$ cat config.mk
export PLATFORM = sky130hd
export DESIGN_NAME = processor_sideband_control
export DESIGN_NICKNAME = d
export VERILOG_FILES = /design/src/hw/sideband_pkg.sv /design/src/hw/sync_level.sv /design/src/hw/processor_sideband_control.sv
export VERILOG_INCLUDE_DIRS = /design/src /design/src/hw
export SDC_FILE = /design/constraint.sdc
export NUM_CORES = 1
export LEC_CHECK = 0
export ABC_AREA = 1
export BUFFER_PORTS_ARGS = -buffer_cell sky130_fd_sc_hd__buf_2
export CAP_MARGIN = 30
export CELL_PAD_IN_SITES_DETAIL_PLACEMENT = 0
export CELL_PAD_IN_SITES_GLOBAL_PLACEMENT = 2
export CORE_UTILIZATION = 22
export CTS_BUF_LIST = sky130_fd_sc_hd__clkbuf_2 sky130_fd_sc_hd__clkbuf_4 sky130_fd_sc_hd__clkbuf_8
export DETAILED_ROUTE_END_ITERATION = 8
export PLACE_DENSITY = 0.93
export SLEW_MARGIN = 10
export SYNTH_ARGS = -nofsm -noshare
export SYNTH_HDL_FRONTEND = slang
export SYNTH_SLANG_ARGS = --single-unit
$ cat constraint.sdc
create_clock -name mclk -period 1.31 [get_ports mclk]
set_input_delay 0.0655 -clock mclk [delete_from_list [all_inputs] [get_ports mclk]]
set_output_delay 0.0655 -clock mclk [all_outputs]
set_load 0.005 [all_outputs]
$ cat src/hw/sideband_params.svh
/*
  Constants for the processor sideband control block: synchroniser depth,
  control-register-0 bit position, local interrupt defaults.
  Assumes inclusion by the design modules and the testbench files.
*/
`ifndef SIDEBAND_PARAMS_SVH
`define SIDEBAND_PARAMS_SVH

`define SYNC_STAGES 2
`define CR0_NATIVE_ERR_BIT 5
`define LOCAL_CTRL_RESET_EN 1'b1
`define MCLK_PERIOD_NS 40

`endif

$ cat src/hw/sideband_pkg.sv
/*
  Types for the processor sideband control block.
  Assumes the constants header sits in the same folder.
*/
package sideband_pkg;
  // synchronised asynchronous inputs travel together
  typedef struct packed {
    logic ignoreNumericErrorN;
    logic softInitN;
    logic localIrqPinZero;
    logic localIrqPinOne;
  } async_in_s;

  // core-side status travelling out as one bundle
  typedef struct packed {
    logic maskableIrqRequest;
    logic nonmaskableIrq;
    logic localIrqZero;
    logic localIrqOne;
  } irq_out_s;

  typedef enum logic [1:0] {
    ST_RUN = 2'b00,
    ST_INIT = 2'b01,
    ST_BIST = 2'b11
  } run_state_e;
endpackage

$ cat src/hw/sync_level.sv
/*
  Two-flop level synchroniser, one instance per asynchronous input bit.
  Assumes a single mclk domain and asynchronous active-low reset.
*/
`timescale 1ns/10ps
`include "sideband_params.svh"

module sync_level #(
  parameter int STAGES = `SYNC_STAGES,
  parameter logic RESET_VAL = 1'b1
) (
  input wire logic mclk,
  input wire logic resetn,
  input wire logic asyncIn,
  output logic syncOut
);
  logic [STAGES-1:0] stage_ff;

  always_ff @(posedge mclk or negedge resetn)
  begin
    if (!resetn)
      stage_ff <= {STAGES{RESET_VAL}};
    else
      stage_ff <= {stage_ff[STAGES-2:0], asyncIn};
  end

  // only the last stage is ever read
  assign syncOut = stage_ff[STAGES-1];
endmodule

$ cat src/hw/processor_sideband_control.sv
/*
  Processor sideband control: snoop stall, bus lock, internal error,
  numeric-error ignore, soft init with self-test, local interrupt pins,
  interrupt message bus pass-through and probe handshake.
  Assumes a core that supplies events and a bus on mclk; open-drain pins
  are split into in/out/enable, enable low while driven.
*/
`timescale 1ns/10ps
`include "sideband_params.svh"

module processor_sideband_control (
  input wire logic mclk,
  input wire logic resetn,
  // snoop result pins (open drain)
  input wire logic snoopHitInN,
  input wire logic snoop_hit_modified_in_n,
  output logic snoopHitOutN,
  output logic snoopHitOeN,
  output logic snoop_hit_modified_out_n,
  output logic snoopHitModifiedOeN,
  // core snoop interface
  input wire logic coreSnoopValid,
  input wire logic coreSnoopHit,
  input wire logic coreSnoopModified,
  input wire logic coreSnoopStall,
  output logic snoopServiced,
  output logic peerSnoopStall,
  // bus lock
  input wire logic busLockInN,
  output logic busLockOutN,
  output logic busLockOeN,
  input wire logic coreLockedSeq,
  input wire logic priority_bus_request_n,
  output logic lockedHeldByPeer,
  // internal error
  input wire logic coreInternalError,
  input wire logic bus_initialise_n,
  output logic internal_error_out_n,
  output logic shutdownRequest,
  // numeric error
  input wire logic ignore_numeric_error_n,
  input wire logic [31:0] controlRegZero,
  input wire logic fpErrorPending,
  input wire logic fpNoncontrolIssue,
  output logic fpException,
  output logic fpProceed,
  // soft init
  input wire logic softInitN,
  output logic integerRegReset,
  output logic resetVectorStart,
  output logic selfTestRun,
  // local interrupts
  input wire logic [1:0] local_irq_pins,
  input wire logic localCtrlDisable,
  output sideband_pkg::irq_out_s irqOut,
  // interrupt message bus, passed to the controller core
  input wire logic irq_bus_clock,
  input wire logic [1:0] irqBusSerialIn,
  input wire logic [1:0] irqBusTxData,
  input wire logic [1:0] irqBusTxEnable,
  output logic [1:0] irqBusSerialOut,
  output logic [1:0] irqBusSerialOeN,
  output logic [1:0] irqBusRxData,
  output logic irqBusClockToCore,
  // debug probe
  input wire logic probe_request_n,
  input wire logic coreDebugReady,
  output logic probe_ready_n,
  output logic debugEntry
);
  import sideband_pkg::*;

  ////////////////////////////////////////////////////////////////////////////
  // synchronisers
  async_in_s syncIn;
  logic resetSeenN;

  sync_level #(.STAGES(`SYNC_STAGES), .RESET_VAL(1'b1)) u_sync_ignore (
    .mclk(mclk),
    .resetn(resetn),
    .asyncIn(ignore_numeric_error_n),
    .syncOut(syncIn.ignoreNumericErrorN)
  );
  sync_level #(.STAGES(`SYNC_STAGES), .RESET_VAL(1'b1)) u_sync_init (
    .mclk(mclk),
    .resetn(resetn),
    .asyncIn(softInitN),
    .syncOut(syncIn.softInitN)
  );
  sync_level #(.STAGES(`SYNC_STAGES), .RESET_VAL(1'b0)) u_sync_irq0 (
    .mclk(mclk),
    .resetn(resetn),
    .asyncIn(local_irq_pins[0]),
    .syncOut(syncIn.localIrqPinZero)
  );
  sync_level #(.STAGES(`SYNC_STAGES), .RESET_VAL(1'b0)) u_sync_irq1 (
    .mclk(mclk),
    .resetn(resetn),
    .asyncIn(local_irq_pins[1]),
    .syncOut(syncIn.localIrqPinOne)
  );

  ////////////////////////////////////////////////////////////////////////////
  // snoop result and stall
  wire stallDrive = coreSnoopValid & coreSnoopStall;
  wire hitDrive = (coreSnoopValid & coreSnoopHit) | stallDrive;
  wire hitModDrive = (coreSnoopValid & coreSnoopModified) | stallDrive;
  logic hitOut_ff;
  logic hitModOut_ff;
  logic peerStall_ff;

  always_ff @(posedge mclk or negedge resetn)
  begin
    if (!resetn)
    begin
      hitOut_ff <= 1'b0;
      hitModOut_ff <= 1'b0;
      peerStall_ff <= 1'b0;
    end
    else
    begin
      hitOut_ff <= hitDrive;
      hitModOut_ff <= hitModDrive;
      // a stall is both lines low together, from any agent
      peerStall_ff <= ~snoopHitInN & ~snoop_hit_modified_in_n;
    end
  end

  assign snoopHitOutN = 1'b0;
  assign snoopHitOeN = ~hitOut_ff;
  assign snoop_hit_modified_out_n = 1'b0;
  assign snoopHitModifiedOeN = ~hitModOut_ff;
  assign peerSnoopStall = peerStall_ff;
  // snoops are answered in every state, soft init included
  assign snoopServiced = coreSnoopValid;

  ////////////////////////////////////////////////////////////////////////////
  // bus lock
  logic lockOut_ff;
  logic peerLock_ff;

  always_ff @(posedge mclk or negedge resetn)
  begin
    if (!resetn)
    begin
      lockOut_ff <= 1'b0;
      peerLock_ff <= 1'b0;
    end
    else
    begin
      lockOut_ff <= coreLockedSeq;
      peerLock_ff <= ~busLockInN & ~lockOut_ff;
    end
  end

  assign busLockOutN = 1'b0;
  assign busLockOeN = ~lockOut_ff;
  // a priority agent must not take the bus while lock is held
  assign lockedHeldByPeer = peerLock_ff | (lockOut_ff & ~priority_bus_request_n);

  ////////////////////////////////////////////////////////////////////////////
  // internal error
  wire syncInitActive = ~syncIn.softInitN;
  wire errClear = ~bus_initialise_n | syncInitActive;
  logic intErr_ff;
  logic shutdown_ff;

  always_ff @(posedge mclk or negedge resetn)
  begin
    if (!resetn)
    begin
      intErr_ff <= 1'b0;
      shutdown_ff <= 1'b0;
    end
    else
    begin
      // a new error wins over a clear in the same cycle
      intErr_ff <= coreInternalError | (intErr_ff & ~errClear);
      shutdown_ff <= coreInternalError & ~intErr_ff;
    end
  end

  assign internal_error_out_n = ~intErr_ff;
  assign shutdownRequest = shutdown_ff;

  ////////////////////////////////////////////////////////////////////////////
  // numeric error
  wire nativeNumErr = controlRegZero[`CR0_NATIVE_ERR_BIT];
  // sampled value is assumed stable by target ready of the io write
  wire ignoreActive = ~syncIn.ignoreNumericErrorN & ~nativeNumErr;
  wire raiseFp = fpNoncontrolIssue & fpErrorPending & ~ignoreActive;
  logic fpExc_ff;
  logic fpProceed_ff;

  always_ff @(posedge mclk or negedge resetn)
  begin
    if (!resetn)
    begin
      fpExc_ff <= 1'b0;
      fpProceed_ff <= 1'b0;
    end
    else
    begin
      fpExc_ff <= raiseFp;
      fpProceed_ff <= fpNoncontrolIssue & ~raiseFp;
    end
  end

  assign fpException = fpExc_ff;
  assign fpProceed = fpProceed_ff;

  ////////////////////////////////////////////////////////////////////////////
  // soft init and self-test
  run_state_e state_ff;
  run_state_e nxt_state;
  logic [1:0] releaseCnt_ff;
  wire [1:0] nxt_releaseCnt = (releaseCnt_ff == 2'h3) ? 2'h3 : releaseCnt_ff + 2'h1;
  // synchroniser resets inactive: strap is read once it shows the real pin level
  wire catchRelease = (releaseCnt_ff == 2'(`SYNC_STAGES));

  always_ff @(posedge mclk or negedge resetn)
  begin
    if (!resetn)
      releaseCnt_ff <= 2'h0;
    else
      releaseCnt_ff <= nxt_releaseCnt;
  end

  assign resetSeenN = (releaseCnt_ff != 2'h0);

  always_comb
  begin
    nxt_state = state_ff;
    unique case (state_ff)
      ST_RUN:
      begin
        if (catchRelease && syncInitActive)
          nxt_state = ST_BIST;
        else if (syncInitActive)
          nxt_state = ST_INIT;
      end
      ST_INIT, ST_BIST:
      begin
        if (!syncInitActive)
          nxt_state = ST_RUN;
      end
      default: nxt_state = ST_RUN;
    endcase
  end

  logic vecStart_ff;
  logic bist_ff;

  always_ff @(posedge mclk or negedge resetn)
  begin
    if (!resetn)
    begin
      state_ff <= ST_RUN;
      vecStart_ff <= 1'b0;
      bist_ff <= 1'b0;
    end
    else
    begin
      state_ff <= nxt_state;
      vecStart_ff <= (state_ff != ST_RUN) && (nxt_state == ST_RUN);
      bist_ff <= (state_ff == ST_RUN) && (nxt_state == ST_BIST);
    end
  end

  // cache and fp registers untouched: only integer state is reset
  assign integerRegReset = (state_ff != ST_RUN);
  assign resetVectorStart = vecStart_ff;
  assign selfTestRun = bist_ff;

  ////////////////////////////////////////////////////////////////////////////
  // local interrupt pins
  logic ctrlEnable_ff;
  irq_out_s irq_ff;

  always_ff @(posedge mclk or negedge resetn)
  begin
    if (!resetn)
    begin
      ctrlEnable_ff <= `LOCAL_CTRL_RESET_EN;
      irq_ff <= '0;
    end
    else
    begin
      ctrlEnable_ff <= ~localCtrlDisable;
      irq_ff.maskableIrqRequest <= ~ctrlEnable_ff & syncIn.localIrqPinZero;
      irq_ff.nonmaskableIrq <= ~ctrlEnable_ff & syncIn.localIrqPinOne;
      irq_ff.localIrqZero <= ctrlEnable_ff & syncIn.localIrqPinZero;
      irq_ff.localIrqOne <= ctrlEnable_ff & syncIn.localIrqPinOne;
    end
  end

  assign irqOut = irq_ff;

  ////////////////////////////////////////////////////////////////////////////
  // interrupt message bus: pin split only, serial engine lives on its clock
  assign irqBusClockToCore = irq_bus_clock;
  assign irqBusSerialOut = 2'h0;
  assign irqBusSerialOeN = ~(irqBusTxEnable & ~irqBusTxData);
  assign irqBusRxData = irqBusSerialIn;

  ////////////////////////////////////////////////////////////////////////////
  // debug probe
  logic probeReq_ff;
  logic probeRdy_ff;

  always_ff @(posedge mclk or negedge resetn)
  begin
    if (!resetn)
    begin
      probeReq_ff <= 1'b0;
      probeRdy_ff <= 1'b0;
    end
    else
    begin
      probeReq_ff <= ~probe_request_n;
      probeRdy_ff <= probeReq_ff & coreDebugReady & resetSeenN;
    end
  end

  assign probe_ready_n = ~probeRdy_ff;
  assign debugEntry = probeReq_ff & ~probeRdy_ff;
endmodule

Word level (Yosys, flattened, before mapping)
Index checks and enable logic that the tools add are counted.
{ "classes": {"n_reduce_logical": 8, "eq_ne": 5, "bitwise": 46, "addsub": 1, "mux": 5} }
{ "ops": {"columns": ["operator", "count"], "rows": [
  ["AND 1 bit", 19],
  ["inverter 1 bit", 19],
  ["equality test 2 bit (second input constant)", 4],
  ["two-way mux 2 bit", 4],
  ["bitwise OR 1 bit", 5],
  ["logical NOT 2 bit", 2],
  ["inverter 2 bit", 2],
  ["case mux 2 bit (2 select lines)", 1],
  ["nonzero test 2 bit", 2],
  ["logical AND 1 bit", 3],
  ["adder 2 x 1 -> 2 bit (second input constant)", 1],
  ["AND 2 bit", 1],
  ["equality test 2 x 1 -> 1 bit (second input constant)", 1],
  ["OR reduction 2 bit", 1]
]} }
{ "totals": {"input_bits": 61, "out_inout_bits": 29, "ff_bits": 30, "wordCells": 89} }

Longest topological paths before layout
Gate-level depths: netlist of the first run.
{ "depth": {"depth_word": 6, "depth_mapped": 4, "depth_no_buf": 4} }

Modules after synthesis
A second synthesis of the first run with hierarchy kept.
{ "hier_totals": {"hier_cells": 101, "area_unflattened_um2": 1079.8} }
{ "modules_own_cells": {"columns": ["module", "area_each_um2", "cells_each", "seq_area_each_um2", "n_inst"], "rows": [
  ["processor_sideband_control", 874.6, 93, 551.8, 1],
  ["sync_level at u_sync_ignore ...", 52.6, 2, 52.6, 2],
  ["sync_level at u_sync_irq0 ...", 50.0, 2, 50.0, 2]
]} }

Least setup slack after synthesis of the first run
OpenSTA, ideal clock, no wires.
{ "synth_timing": {"kind": "register -> register", "start": "register u_sync_init.stage_ff[1]", "end": "register bist_ff, in the netlist selfTestRun", "path_slack_ns": 0.529, "required_ns": 1.195, "stages_incl_launch_ff": 4, "setup_time_ns": 0.115, "period_less_slack_ns": 0.781, "arrival_time_ns": 0.667, "n_path_buf": 0, "path_cell_list": "dfstp_2 inv_1 nand4_1 inv_1"} }
{ "synth_between": {"elab_chain_cells": 6, "word_cells_on_any_way": 8, "cone_classes": "1 x eq/ne; 4 x mux; 1 x bitwise; 2 x reduce/logical"} }
{ "synth_lines": {"columns": ["item", "line", "source"], "rows": [
  ["start: declaration", "sync_level.sv:17", "logic [STAGES-1:0] stage_ff;"],
  ["start signal: assignment", "sync_level.sv:22", "stage_ff <= {STAGES{RESET_VAL}};"],
  ["start signal: assignment", "sync_level.sv:24", "stage_ff <= {stage_ff[STAGES-2:0], asyncIn};"],
  ["inverter 1 bit", "processor_sideband_control.sv:163", "wire syncInitActive = ~syncIn.softInitN;"],
  ["logical AND 1 bit", "processor_sideband_control.sv:237", "if (catchRelease && syncInitActive)"],
  ["two-way mux 2 bit", "processor_sideband_control.sv:237", null],
  ["case mux 2 bit (2 select lines) *", "processor_sideband_control.sv:234", "unique case (state_ff)"],
  ["equality test 2 bit *", "processor_sideband_control.sv:266", "bist_ff <= (state_ff == ST_RUN) && (nxt_state == ST_BIST);"],
  ["logical AND 1 bit *", "processor_sideband_control.sv:266", null],
  ["end signal: assignment", "processor_sideband_control.sv:266", null],
  ["end: declaration", "processor_sideband_control.sv:252", "logic bist_ff;"]
]} }
Mark *: on every way between the ends. The rest lies on a longest branch, timed or not.

Final worst setup path of the first run
{ "layout_timing": {"start": "input snoopHitInN", "end": "register peerStall_ff, in the netlist peerSnoopStall"} }
{ "layout_between": {"elab_chain_cells": 2} }
{ "layout_lines": {"columns": ["item", "line", "source"], "rows": [
  ["start: declaration", "processor_sideband_control.sv:15", "input wire logic snoopHitInN,"],
  ["inverter 1 bit", "processor_sideband_control.sv:125", "peerStall_ff <= ~snoopHitInN & ~snoop_hit_modified_in_n;"],
  ["AND 1 bit", "processor_sideband_control.sv:125", null],
  ["end signal: assignment", "processor_sideband_control.sv:125", null],
  ["end: declaration", "processor_sideband_control.sv:110", "logic peerStall_ff;"]
]} }
No other way between the ends.

==> impl_metrics.env, run 1 <==
export IMPL_outcome="finished, final reports clean"
export IMPL_min_period_ns=1.119
export IMPL_setup_tns_final_ns=0
export IMPL_setup_slack_ns=0.1911
export IMPL_end_kind="flip-flop"
export IMPL_fmax_mhz=893.7
export IMPL_io_pins=90
export IMPL_clkTransAtPathRegs_ns=0.06
export IMPL_multi_input_area_um2=166.4
export IMPL_synth_top_area_cell="dfrtp_1"
export IMPL_gr_total_overflow=0
export IMPL_hold_slack_ns=0.01629
export IMPL_cp_data_arrival_time_ns=1.33
export IMPL_crit_family="buffers and inverters"
export IMPL_htreeDepth=2
export IMPL_core_area_um2=4723
export IMPL_cts_resized=0
export IMPL_rsz0062_at_grt="false"
export IMPL_max_slew_margin_pct=56.62
export IMPL_dpl_cell_area_um2=1344
export IMPL_mostFrequentLayoutCell="buf_2"
export IMPL_synth_top_area_share_pct=58.07
export IMPL_grt_pass1_vias=745
export IMPL_start_kind="input port"
export IMPL_fillCellCount=483
export IMPL_final_cell_mix="buf_2 (47), inv_1 (25), dfrtp_1 (25), nor2_1 (16), dlygate4sd3_1 (15)"
export IMPL_diodes=0
export IMPL_dieArea_um2=5180
export IMPL_fp_row_count=25
export IMPL_maxCapViolations=0
export IMPL_final_cells=232
export IMPL_finalSetupViolations=0
export IMPL_max_vdd_ir_drop_v=0.0006506
export IMPL_yosys_warnings=0
export IMPL_worst_path_most_repeated_cell="dlygate4sd3_1"
export IMPL_ant_nets=0
export IMPL_die_y_um=71.98
export IMPL_cp_max_fo=1
export IMPL_insertion_delay_ns=0.28
export IMPL_vias=775
export IMPL_ys_seq_area_share_pct=70.27
export IMPL_port_buffers=47
export IMPL_dp_cells=209
export IMPL_register_area_um2=757.0
export IMPL_layout_nets=225
export IMPL_dp_slack_ns=0.4918
export IMPL_syn_to_final_growth_pct=51.92
export IMPL_die_w_um=71.98
export IMPL_slew_viol_final=0
export IMPL_postSynthCellCount=100
export IMPL_drive_gt1_share_pct=40.00
export IMPL_clock_sinks=30
export IMPL_p_leak_nw=0.9067
export IMPL_synth_cell_type_count=16
export IMPL_grt_usage_pct=8.137
export IMPL_critical_path_buf_inv_count=3
export IMPL_cts_tree="built"
export IMPL_timing_final_crit_share_pct=85.41
export IMPL_via_per_inst=3.341
export IMPL_cts_root_buffer="clkbuf_8"
export IMPL_cts_buffers=5
export IMPL_post_cts_buffers=0
export IMPL_wirelength_mm=1.822
export IMPL_syn_area_um2=1077
export IMPL_grt_pass1_wl_mm=2.973
export IMPL_worst_path_max_delay_cell="dlygate4sd3_1"
export IMPL_tightest_slew_ns=0.6508
export IMPL_hpwl_mm=1.235
export IMPL_worstPathRequired_ns=1.52
export IMPL_grt_start_max_net_pins=31
export IMPL_ys_ff_latch=30
export IMPL_hold_viol=0
export IMPL_wl_per_cell_um=7.853
export IMPL_cts_hold_buf=15
export IMPL_first_pass_iters=2
export IMPL_synth_avg_cell_area_um2=10.77
export IMPL_start_util_pct=22.81
export IMPL_yosys_top_cells_area="dfrtp_1 (58%), dfstp_2 (12%), inv_1 (8.7%)"
export IMPL_crit_path_max_incr_delay_ns=0.54
export IMPL_drc_errors=0
export IMPL_critical_path_cell_chain="dlygate4sd3_1 > buf_2 > nor2_1 > dlygate4sd3_1"
export IMPL_gp_congestion=0.6251
export IMPL_drtIter0Drc=31
export IMPL_cts_root_to_sink_buffers=2
export IMPL_hp_class="input port to flip-flop"
export IMPL_fin_area_um2=1637
export IMPL_powerDensity_nw_per_um2=1410
export IMPL_critical_path_class="input port to flip-flop"
export IMPL_skew_ns=0.003479
export IMPL_antenna_found_initial=0
## metal layers
metal | global-route usage (%) | routed length [um]
met1 | 9.083 | 819
met2 | 12.05 | 781
met3 | 4.028 | 174
met4 | 5.882 | 46
met5 | 0 | 0
## power breakdown
group / leakage (nW) / total (W) / switching, W / internal [W]
combinational: 0.478 / 0.000170 / 0.0000755 / 0.0000942
clock: 0.0714 / 0.00115 / 0.000337 / 0.000811
sequential: 0.357 / 0.000990 / 0.0000152 / 0.000975
total: 0.907 / 0.00231 / 0.000427 / 0.00188
## worst min-delay path: stages
cell,delay [ns]
buf_2,0.08
nand3_1,0.06
nand2_1,0.05
## cell type report
cell class                 count  share of cell area (%)
multi-input combinational     38                   10.17
timing repair buffer          62                   23.55
clock inverter                 2                   3.670
sequential                    30                   46.25
clock buffer                   6                   5.046
inverter                      27                   6.193
tap                           67                   5.122
## sequential cells by signal, indices dropped and copies added, names as in the netlist, 2 cells and up
| register | count |
|---|---|
| u_sync_irq1.stage_ff | 2 |
| u_sync_init.stage_ff | 2 |
| releaseCnt_ff | 2 |
| state_ff | 2 |
| u_sync_irq0.stage_ff | 2 |
| irqOut | 4 |
| u_sync_ignore.stage_ff | 2 |
## cell usage after synthesis, drive strengths merged
master / n
inv: 27
dfrtp: 25
nor2: 17
buf: 9
nand2: 9
dfstp: 5
nand3: 2
a21oi: 1
conb: 1
nand4: 1
nor3: 1
o21ai: 1
o21bai: 1
## path summary, 6_finish.rpt
path | start | end | slack [ns] | cells past startpoint
worst max register to register | u_sync_init.stage_ff[1] | selfTestRun | 0.49 | 3
min in group asynchronous | resetn | resetVectorStart | 0.35 | 2
worst min-delay path | bus_initialise_n | intErr_ff | 0.02 | 3
worst max-delay path | snoopHitInN | peerSnoopStall | 0.19 | 4
worst min register to register | u_sync_irq1.stage_ff[0] | u_sync_irq1.stage_ff[1] | 0.35 | 0
max in group asynchronous | resetn | probeRdy_ff | 0.53 | 2
## per-stage QoR
step                      utilization (%)  total power [W]
after floorplan                         -         0.001070
after global placement              28.45         0.001142
after detailed placement            28.45         0.001146
after CTS                           34.65         0.002349
after global routing                34.65         0.002431
final                               34.65         0.002308
## kinds of logic (layout without fill, tap and decap cells)
logic type             after synthesis  in the layout  synth area share, %
buffers and inverters               36             97                15.68
DFF                                 30             30                70.27
and+or+nand+nor                     30             30                11.73
AOI/OAI and AO/OA                    3              3                1.974
other                                1              5               0.3481
(Power assumes the default switching activity.)
==> inputs of run 2 (changes only) <==
ABC_AREA = unset   (was 1)
CORE_UTILIZATION = 23   (was 22)
PLACE_DENSITY = 0.95   (was 0.93)
==> run 2 against run 1 <==
  * Via count fell by 8.8%
  * Wire length hardly changed
  * Sequential power about the same
  * Power rose by 0.11%
  * Cell count fell by 17%
==> impl_metrics.env, run 2 <==
export IMPL_outcome="finished, final reports clean"
export IMPL_dp_cells=170
export IMPL_critical_path_buf_inv_count=0
export IMPL_maxCapViolations=0
export IMPL_slew_viol_final=0
export IMPL_mostFrequentLayoutCell="buf_2"
export IMPL_fin_area_um2=1578
export IMPL_via_per_inst=3.663
export IMPL_gr_total_overflow=0
export IMPL_powerDensity_nw_per_um2=1464
export IMPL_tightest_slew_ns=0.6535
export IMPL_cp_data_arrival_time_ns=1.38
export IMPL_fp_row_count=24
export IMPL_crit_path_end="state_ff[1]"
export IMPL_synth_top_area_share_pct=60.31
export IMPL_start_kind="flip-flop"
export IMPL_cts_root_to_sink_buffers=2
export IMPL_layout_nets=201
export IMPL_final_cell_mix="buf_2 (47), dfrtp_1 (25), dlygate4sd3_1 (15), inv_1 (8), clkbuf_8 (6)"
export IMPL_drive_gt1_share_pct=44.68
export IMPL_rsz0062_at_grt="false"
export IMPL_wl_per_cell_um=9.446
export IMPL_worst_path_max_delay_cell="or4b_4"
export IMPL_fmax_mhz=858.0
export IMPL_hp_class="input port to flip-flop"
export IMPL_yosys_top_cells_area="dfrtp_1 (60%), dfstp_2 (13%), buf_4 (6.5%)"
export IMPL_ys_ff_latch=30
export IMPL_final_cells=193
export IMPL_cp_startpoint="state_ff[1]"
export IMPL_die_y_um=69.16
export IMPL_htreeDepth=2
export IMPL_post_cts_buffers=0
export IMPL_skew_ns=0.005712
export IMPL_diodes=0
export IMPL_gp_congestion=0.6607
export IMPL_synth_top_area_cell="dfrtp_1"
export IMPL_drtIter0Drc=31
export IMPL_ys_seq_area_share_pct=72.98
export IMPL_hold_viol=0
export IMPL_reg2reg_depth=2
export IMPL_syn_to_final_growth_pct=52.11
export IMPL_antenna_found_initial=0
export IMPL_first_pass_iters=2
export IMPL_dieArea_um2=4782
export IMPL_ant_nets=0
export IMPL_wl_met2_um=748
export IMPL_insertion_delay_ns=0.28
export IMPL_worstPathRequired_ns=1.52
export IMPL_drt_met1_wl_um=809
export IMPL_fillCellCount=429
export IMPL_io_pins=90
export IMPL_postSynthCellCount=76
export IMPL_synth_cell_type_count=21
export IMPL_wirelength_mm=1.823
export IMPL_finalSetupViolations=0
export IMPL_end_kind="flip-flop"
export IMPL_critical_path_class="flip-flop to flip-flop"
export IMPL_min_period_ns=1.166
export IMPL_die_w_um=69.16
export IMPL_cts_buffers=5
export IMPL_synth_edf_count=0
export IMPL_drc_errors=0
export IMPL_register_area_um2=757.0
export IMPL_multi_input_area_um2=193.9
export IMPL_cp_max_fo=5
export IMPL_dpl_cell_area_um2=1285
export IMPL_p_leak_nw=0.8064
export IMPL_clkTransAtPathRegs_ns=0.07
export IMPL_synth_avg_cell_area_um2=13.65
export IMPL_start_util_pct=23.82
export IMPL_timing_final_crit_share_pct=88.97
export IMPL_yosys_warnings=0
export IMPL_largest_register_ffs=4
export IMPL_critical_path_depth=2
export IMPL_syn_area_um2=1037
export IMPL_yosys_top_cells_count="dfrtp_1 (25), buf_4 (9), inv_1 (8)"
export IMPL_grt_pass1_wl_mm=3.146
export IMPL_wl_met3_um=221
export IMPL_crit_family="simple AND/OR/NAND/NOR gates"
export IMPL_grt_usage_pct=8.796
export IMPL_setup_tns_final_ns=0
export IMPL_crit_path_max_incr_delay_ns=0.55
export IMPL_hold_slack_ns=0.01048
export IMPL_top_layer="met4"
export IMPL_yosys_most_used_dff="dfrtp_1"
export IMPL_max_slew_margin_pct=56.44
export IMPL_r2r_end="state_ff[1]"
export IMPL_synth_most_common_cell="dfrtp_1"
export IMPL_r2r_start="state_ff[1]"
export IMPL_cts_root_buffer="clkbuf_8"
export IMPL_port_buffers=47
export IMPL_cts_tree="built"
export IMPL_max_vdd_ir_drop_v=0.0009767
export IMPL_grt_start_max_net_pins=31
export IMPL_hpwl_mm=1.223
export IMPL_ys_async_sr_fraction_pct=100.0
export IMPL_core_area_um2=4354
export IMPL_vias=707
export IMPL_rrSetupSlack_ns=0.14
export IMPL_clock_sinks=30
export IMPL_critical_path_cell_chain="or4b_4 > a21oi_2"
export IMPL_grt_pass1_vias=714
[run 2: layout make-up]
type,count,share of cell area (%)
inverter,9,2.141
tap,52,4.124
timing repair buffer,62,24.43
sequential,30,47.98
clock inverter,2,3.807
clock buffer,6,5.234
multi-input combinational,32,12.29
[run 2: worst register-to-register path, stage by stage (launching register included)]
cell and delay (ns):
dfrtp_1 0.41, or4b_4 0.55, a21oi_2 0.13
[run 2: per-layer routing]
| metal | vias to the layer above | global-route usage, % |
|---|---|---|
| met4 | 0 | 5.442 |
| met2 | 45 | 12.30 |
| met1 | 310 | 10.34 |
| met3 | 6 | 4.971 |
| li1 | 346 | - |
| met5 | - | 0 |
[run 2: worst min path at each step]
stage	start	endpoint	slack (ns)	depth (start not counted)
6_report	coreSnoopStall	hitOut_ff	0.01	2
5_1_grt	coreSnoopStall	hitOut_ff	0.01	2
4_1_cts	coreSnoopStall	hitOut_ff	0.001	2
3_5_place_dp	irq_bus_clock	irqBusClockToCore	0.13	0
3_3_place_gp	resetn	peerLock_ff	0.12	1
2_1_floorplan	resetn	fpException	-0.23	0
[run 2: through the flow]
stage               setup slack, ns  util, %  total power (W)
global placement             0.1740    29.51         0.001136
global route                 0.1054    36.24         0.002415
floorplan                    0.2026        -         0.001065
finish                       0.1445    36.24         0.002310
detailed placement           0.1661    29.51         0.001140
CTS                          0.1447    36.24         0.002347
[run 2: where the power goes]
part	leakage (nW)	switching (W)	internal, W
registers	0.357	0.0000169	0.000975
clock network	0.0714	0.000344	0.000811
logic	0.378	0.0000661	0.0000970
[run 2: repair_timing]
item,in CTS,in global routing
gates resized for setup,0,0
hold buffers,15,0
endpoints found under the hold margin,39,0
[run 2: cell families after synthesis]
family                 Yosys count  share of synthesized area, %
buffers and inverters           18                         9.770
AND/OR/NAND/NOR                 19                         10.98
other                            1                        0.3615
AO/OA/AOI/OAI                    7                         4.824
flip-flops                      30                         72.98
multiplexers                     1                         1.086
==> inputs of run 3 (changes only) <==
CTS_BUF_LIST = sky130_fd_sc_hd__clkbuf_4   (was sky130_fd_sc_hd__clkbuf_2 sky130_fd_sc_hd__clkbuf_4 sky130_fd_sc_hd__clkbuf_8)
SETUP_SLACK_MARGIN = 0.4   (was unset)
==> run 3 against run 2 <==
  * Wire length rose by 2.4%
  * Die area unchanged
  * Global-route usage fell by 0.47 points
  * Largest power group is now registers
  * First-iteration DRC count down 39%
  * Fmax grew 0.73%
==> impl_metrics.env, run 3 (synthesis gave the netlist of run 2 again) <==
export IMPL_critical_path_class="flip-flop to flip-flop"
export IMPL_r2r_end="state_ff[1]"
export IMPL_min_period_ns=1.157
export IMPL_rsz0062_at_grt="true"
export IMPL_cp_max_fo=4
export IMPL_htreeDepth=2
export IMPL_hold_end="irqBusRxData[0]"
export IMPL_first_pass_iters=2
export IMPL_ant_nets=0
export IMPL_setup_tns_final_ns=0
export IMPL_start_util_pct=23.82
export IMPL_utilization_pct=37.73
export IMPL_outcome="finished, final reports clean"
export IMPL_antenna_found_initial=0
export IMPL_min_from="irqBusSerialIn[0]"
export IMPL_p_leak_nw=0.8339
export IMPL_powerDensity_nw_per_um2=1262
export IMPL_drc_errors=0
export IMPL_wirelength_mm=1.866
export IMPL_hold_viol=0
export IMPL_hold_slack_ns=0.1310
export IMPL_vias=738
export IMPL_whs_path_depth=0
export IMPL_grt_pass1_wl_mm=3.077
export IMPL_clock_sinks=30
export IMPL_drive_gt1_share_pct=45.03
export IMPL_grt_start_max_net_pins=31
export IMPL_worstPathRequired_ns=1.57
export IMPL_slew_viol_final=0
export IMPL_fp_row_count=24
export IMPL_diodes=0
export IMPL_gr_total_overflow=0
export IMPL_max_vdd_ir_drop_v=0.0008713
export IMPL_drtIter0Drc=19
export IMPL_end_kind="flip-flop"
export IMPL_critical_path_cell_chain="or4b_4 > a21oi_2"
export IMPL_tightest_slew_ns=0.6525
export IMPL_io_pins=90
export IMPL_final_cell_mix="buf_2 (46), dfrtp_1 (25), dlygate4sd3_1 (21), inv_1 (8)"
export IMPL_layout_nets=211
export IMPL_worst_path_max_delay_cell="or4b_4"
export IMPL_grt_usage_pct=8.331
export IMPL_largest_register_ffs=4
export IMPL_crit_path_max_incr_delay_ns=0.56
export IMPL_cts_buffers=5
export IMPL_cts_tree="built"
export IMPL_clkTransAtPathRegs_ns=0.09
export IMPL_skew_ns=0.001979
export IMPL_maxCapViolations=0
export IMPL_cts_root_buffer="clkbuf_4"
export IMPL_finalSetupViolations=0
export IMPL_insertion_delay_ns=0.32
export IMPL_wl_per_cell_um=9.192
export IMPL_die_w_um=69.16
export IMPL_via_per_inst=3.635
export IMPL_syn_to_final_growth_pct=58.38
export IMPL_core_area_um2=4354
export IMPL_gp_congestion=0.6522
export IMPL_max_slew_margin_pct=56.50
export IMPL_start_kind="flip-flop"
export IMPL_reg2reg_depth=2
export IMPL_r2r_start="state_ff[0]"
export IMPL_die_y_um=69.16
export IMPL_grt_pass1_vias=762
export IMPL_fmax_mhz=864.3
export IMPL_timing_final_crit_share_pct=88.33
export IMPL_dieArea_um2=4782
export IMPL_mostFrequentLayoutCell="buf_2"
export IMPL_cts_root_to_sink_buffers=2
export IMPL_cp_data_arrival_time_ns=1.41
export IMPL_hpwl_mm=1.168
export IMPL_rrSetupSlack_ns=0.15
export IMPL_port_buffers=47
export IMPL_hp_class="input port to output port"
## run 3: through the flow
stage / worst slack, ns / power, W / cells / area (um2)
3_5_place_dp: 0.1748 / 0.001139 / 170 / 1285
6_report: 0.1529 / 0.002074 / 203 / 1643
3_3_place_gp: 0.1815 / 0.001136 / 170 / 1285
2_1_floorplan: 0.2138 / 0.001065 / 80 / 1052
5_1_grt: 0.1063 / 0.002170 / 203 / 1643
4_1_cts: 0.1379 / 0.002100 / 202 / 1625
## run 3: what timing repair did
action	CTS	global route
endpoints found under the setup margin	12	19
hold buffers	21	0
resized for setup	2	3
pin swaps	4	2
setup buffers	3	1
hold endpoints to repair	41	0
## run 3: final cells by class
class | instances | area [um2]
Multi-Input combinational cell | 32 | 196.4
Inverter | 9 | 33.78
Fill cell | 436 | 2711
Timing Repair Buffer | 72 | 489.2
Clock buffer | 5 | 37.54
Tap cell | 52 | 65.06
Clock inverter | 3 | 63.81
Sequential cell | 30 | 757.0
## run 3: worst max-delay path by stage
| stage | startpoint | end | slack (ns) | cells past startpoint |
|---|---|---|---|---|
| final | state_ff[0] | state_ff[1] | 0.15 | 2 |
| after global routing | state_ff[1] | integerRegReset | 0.11 | 2 |
| after CTS | state_ff[0] | integerRegReset | 0.14 | 2 |
| after detailed placement | state_ff[0] | state_ff[1] | 0.17 | 2 |
| after global placement | state_ff[0] | state_ff[1] | 0.18 | 2 |
| after floorplan | state_ff[0] | state_ff[1] | 0.21 | 2 |
## run 3: where the power goes
group	total (W)	switching, W	internal [W]
Combinational	0.000189	0.0000705	0.000118
Sequential	0.000990	0.0000165	0.000974
Clock	0.000895	0.000307	0.000588
Total	0.00207	0.000394	0.00168
## run 3: critical path, delay by kind of cell (launching register included)
family,cells,cell delay (ns)
simple gates,1,0.56
flops,1,0.42
compound gates,1,0.12
## run 3: routing by layer
layer,vias up,part of all wire (%),global-route usage [%]
li1,366,-,-
met1,323,42,9.125
met2,47,48,13.27
met3,2,9.1,4.532
met4,0,0.48,3.628
met5,-,0,0
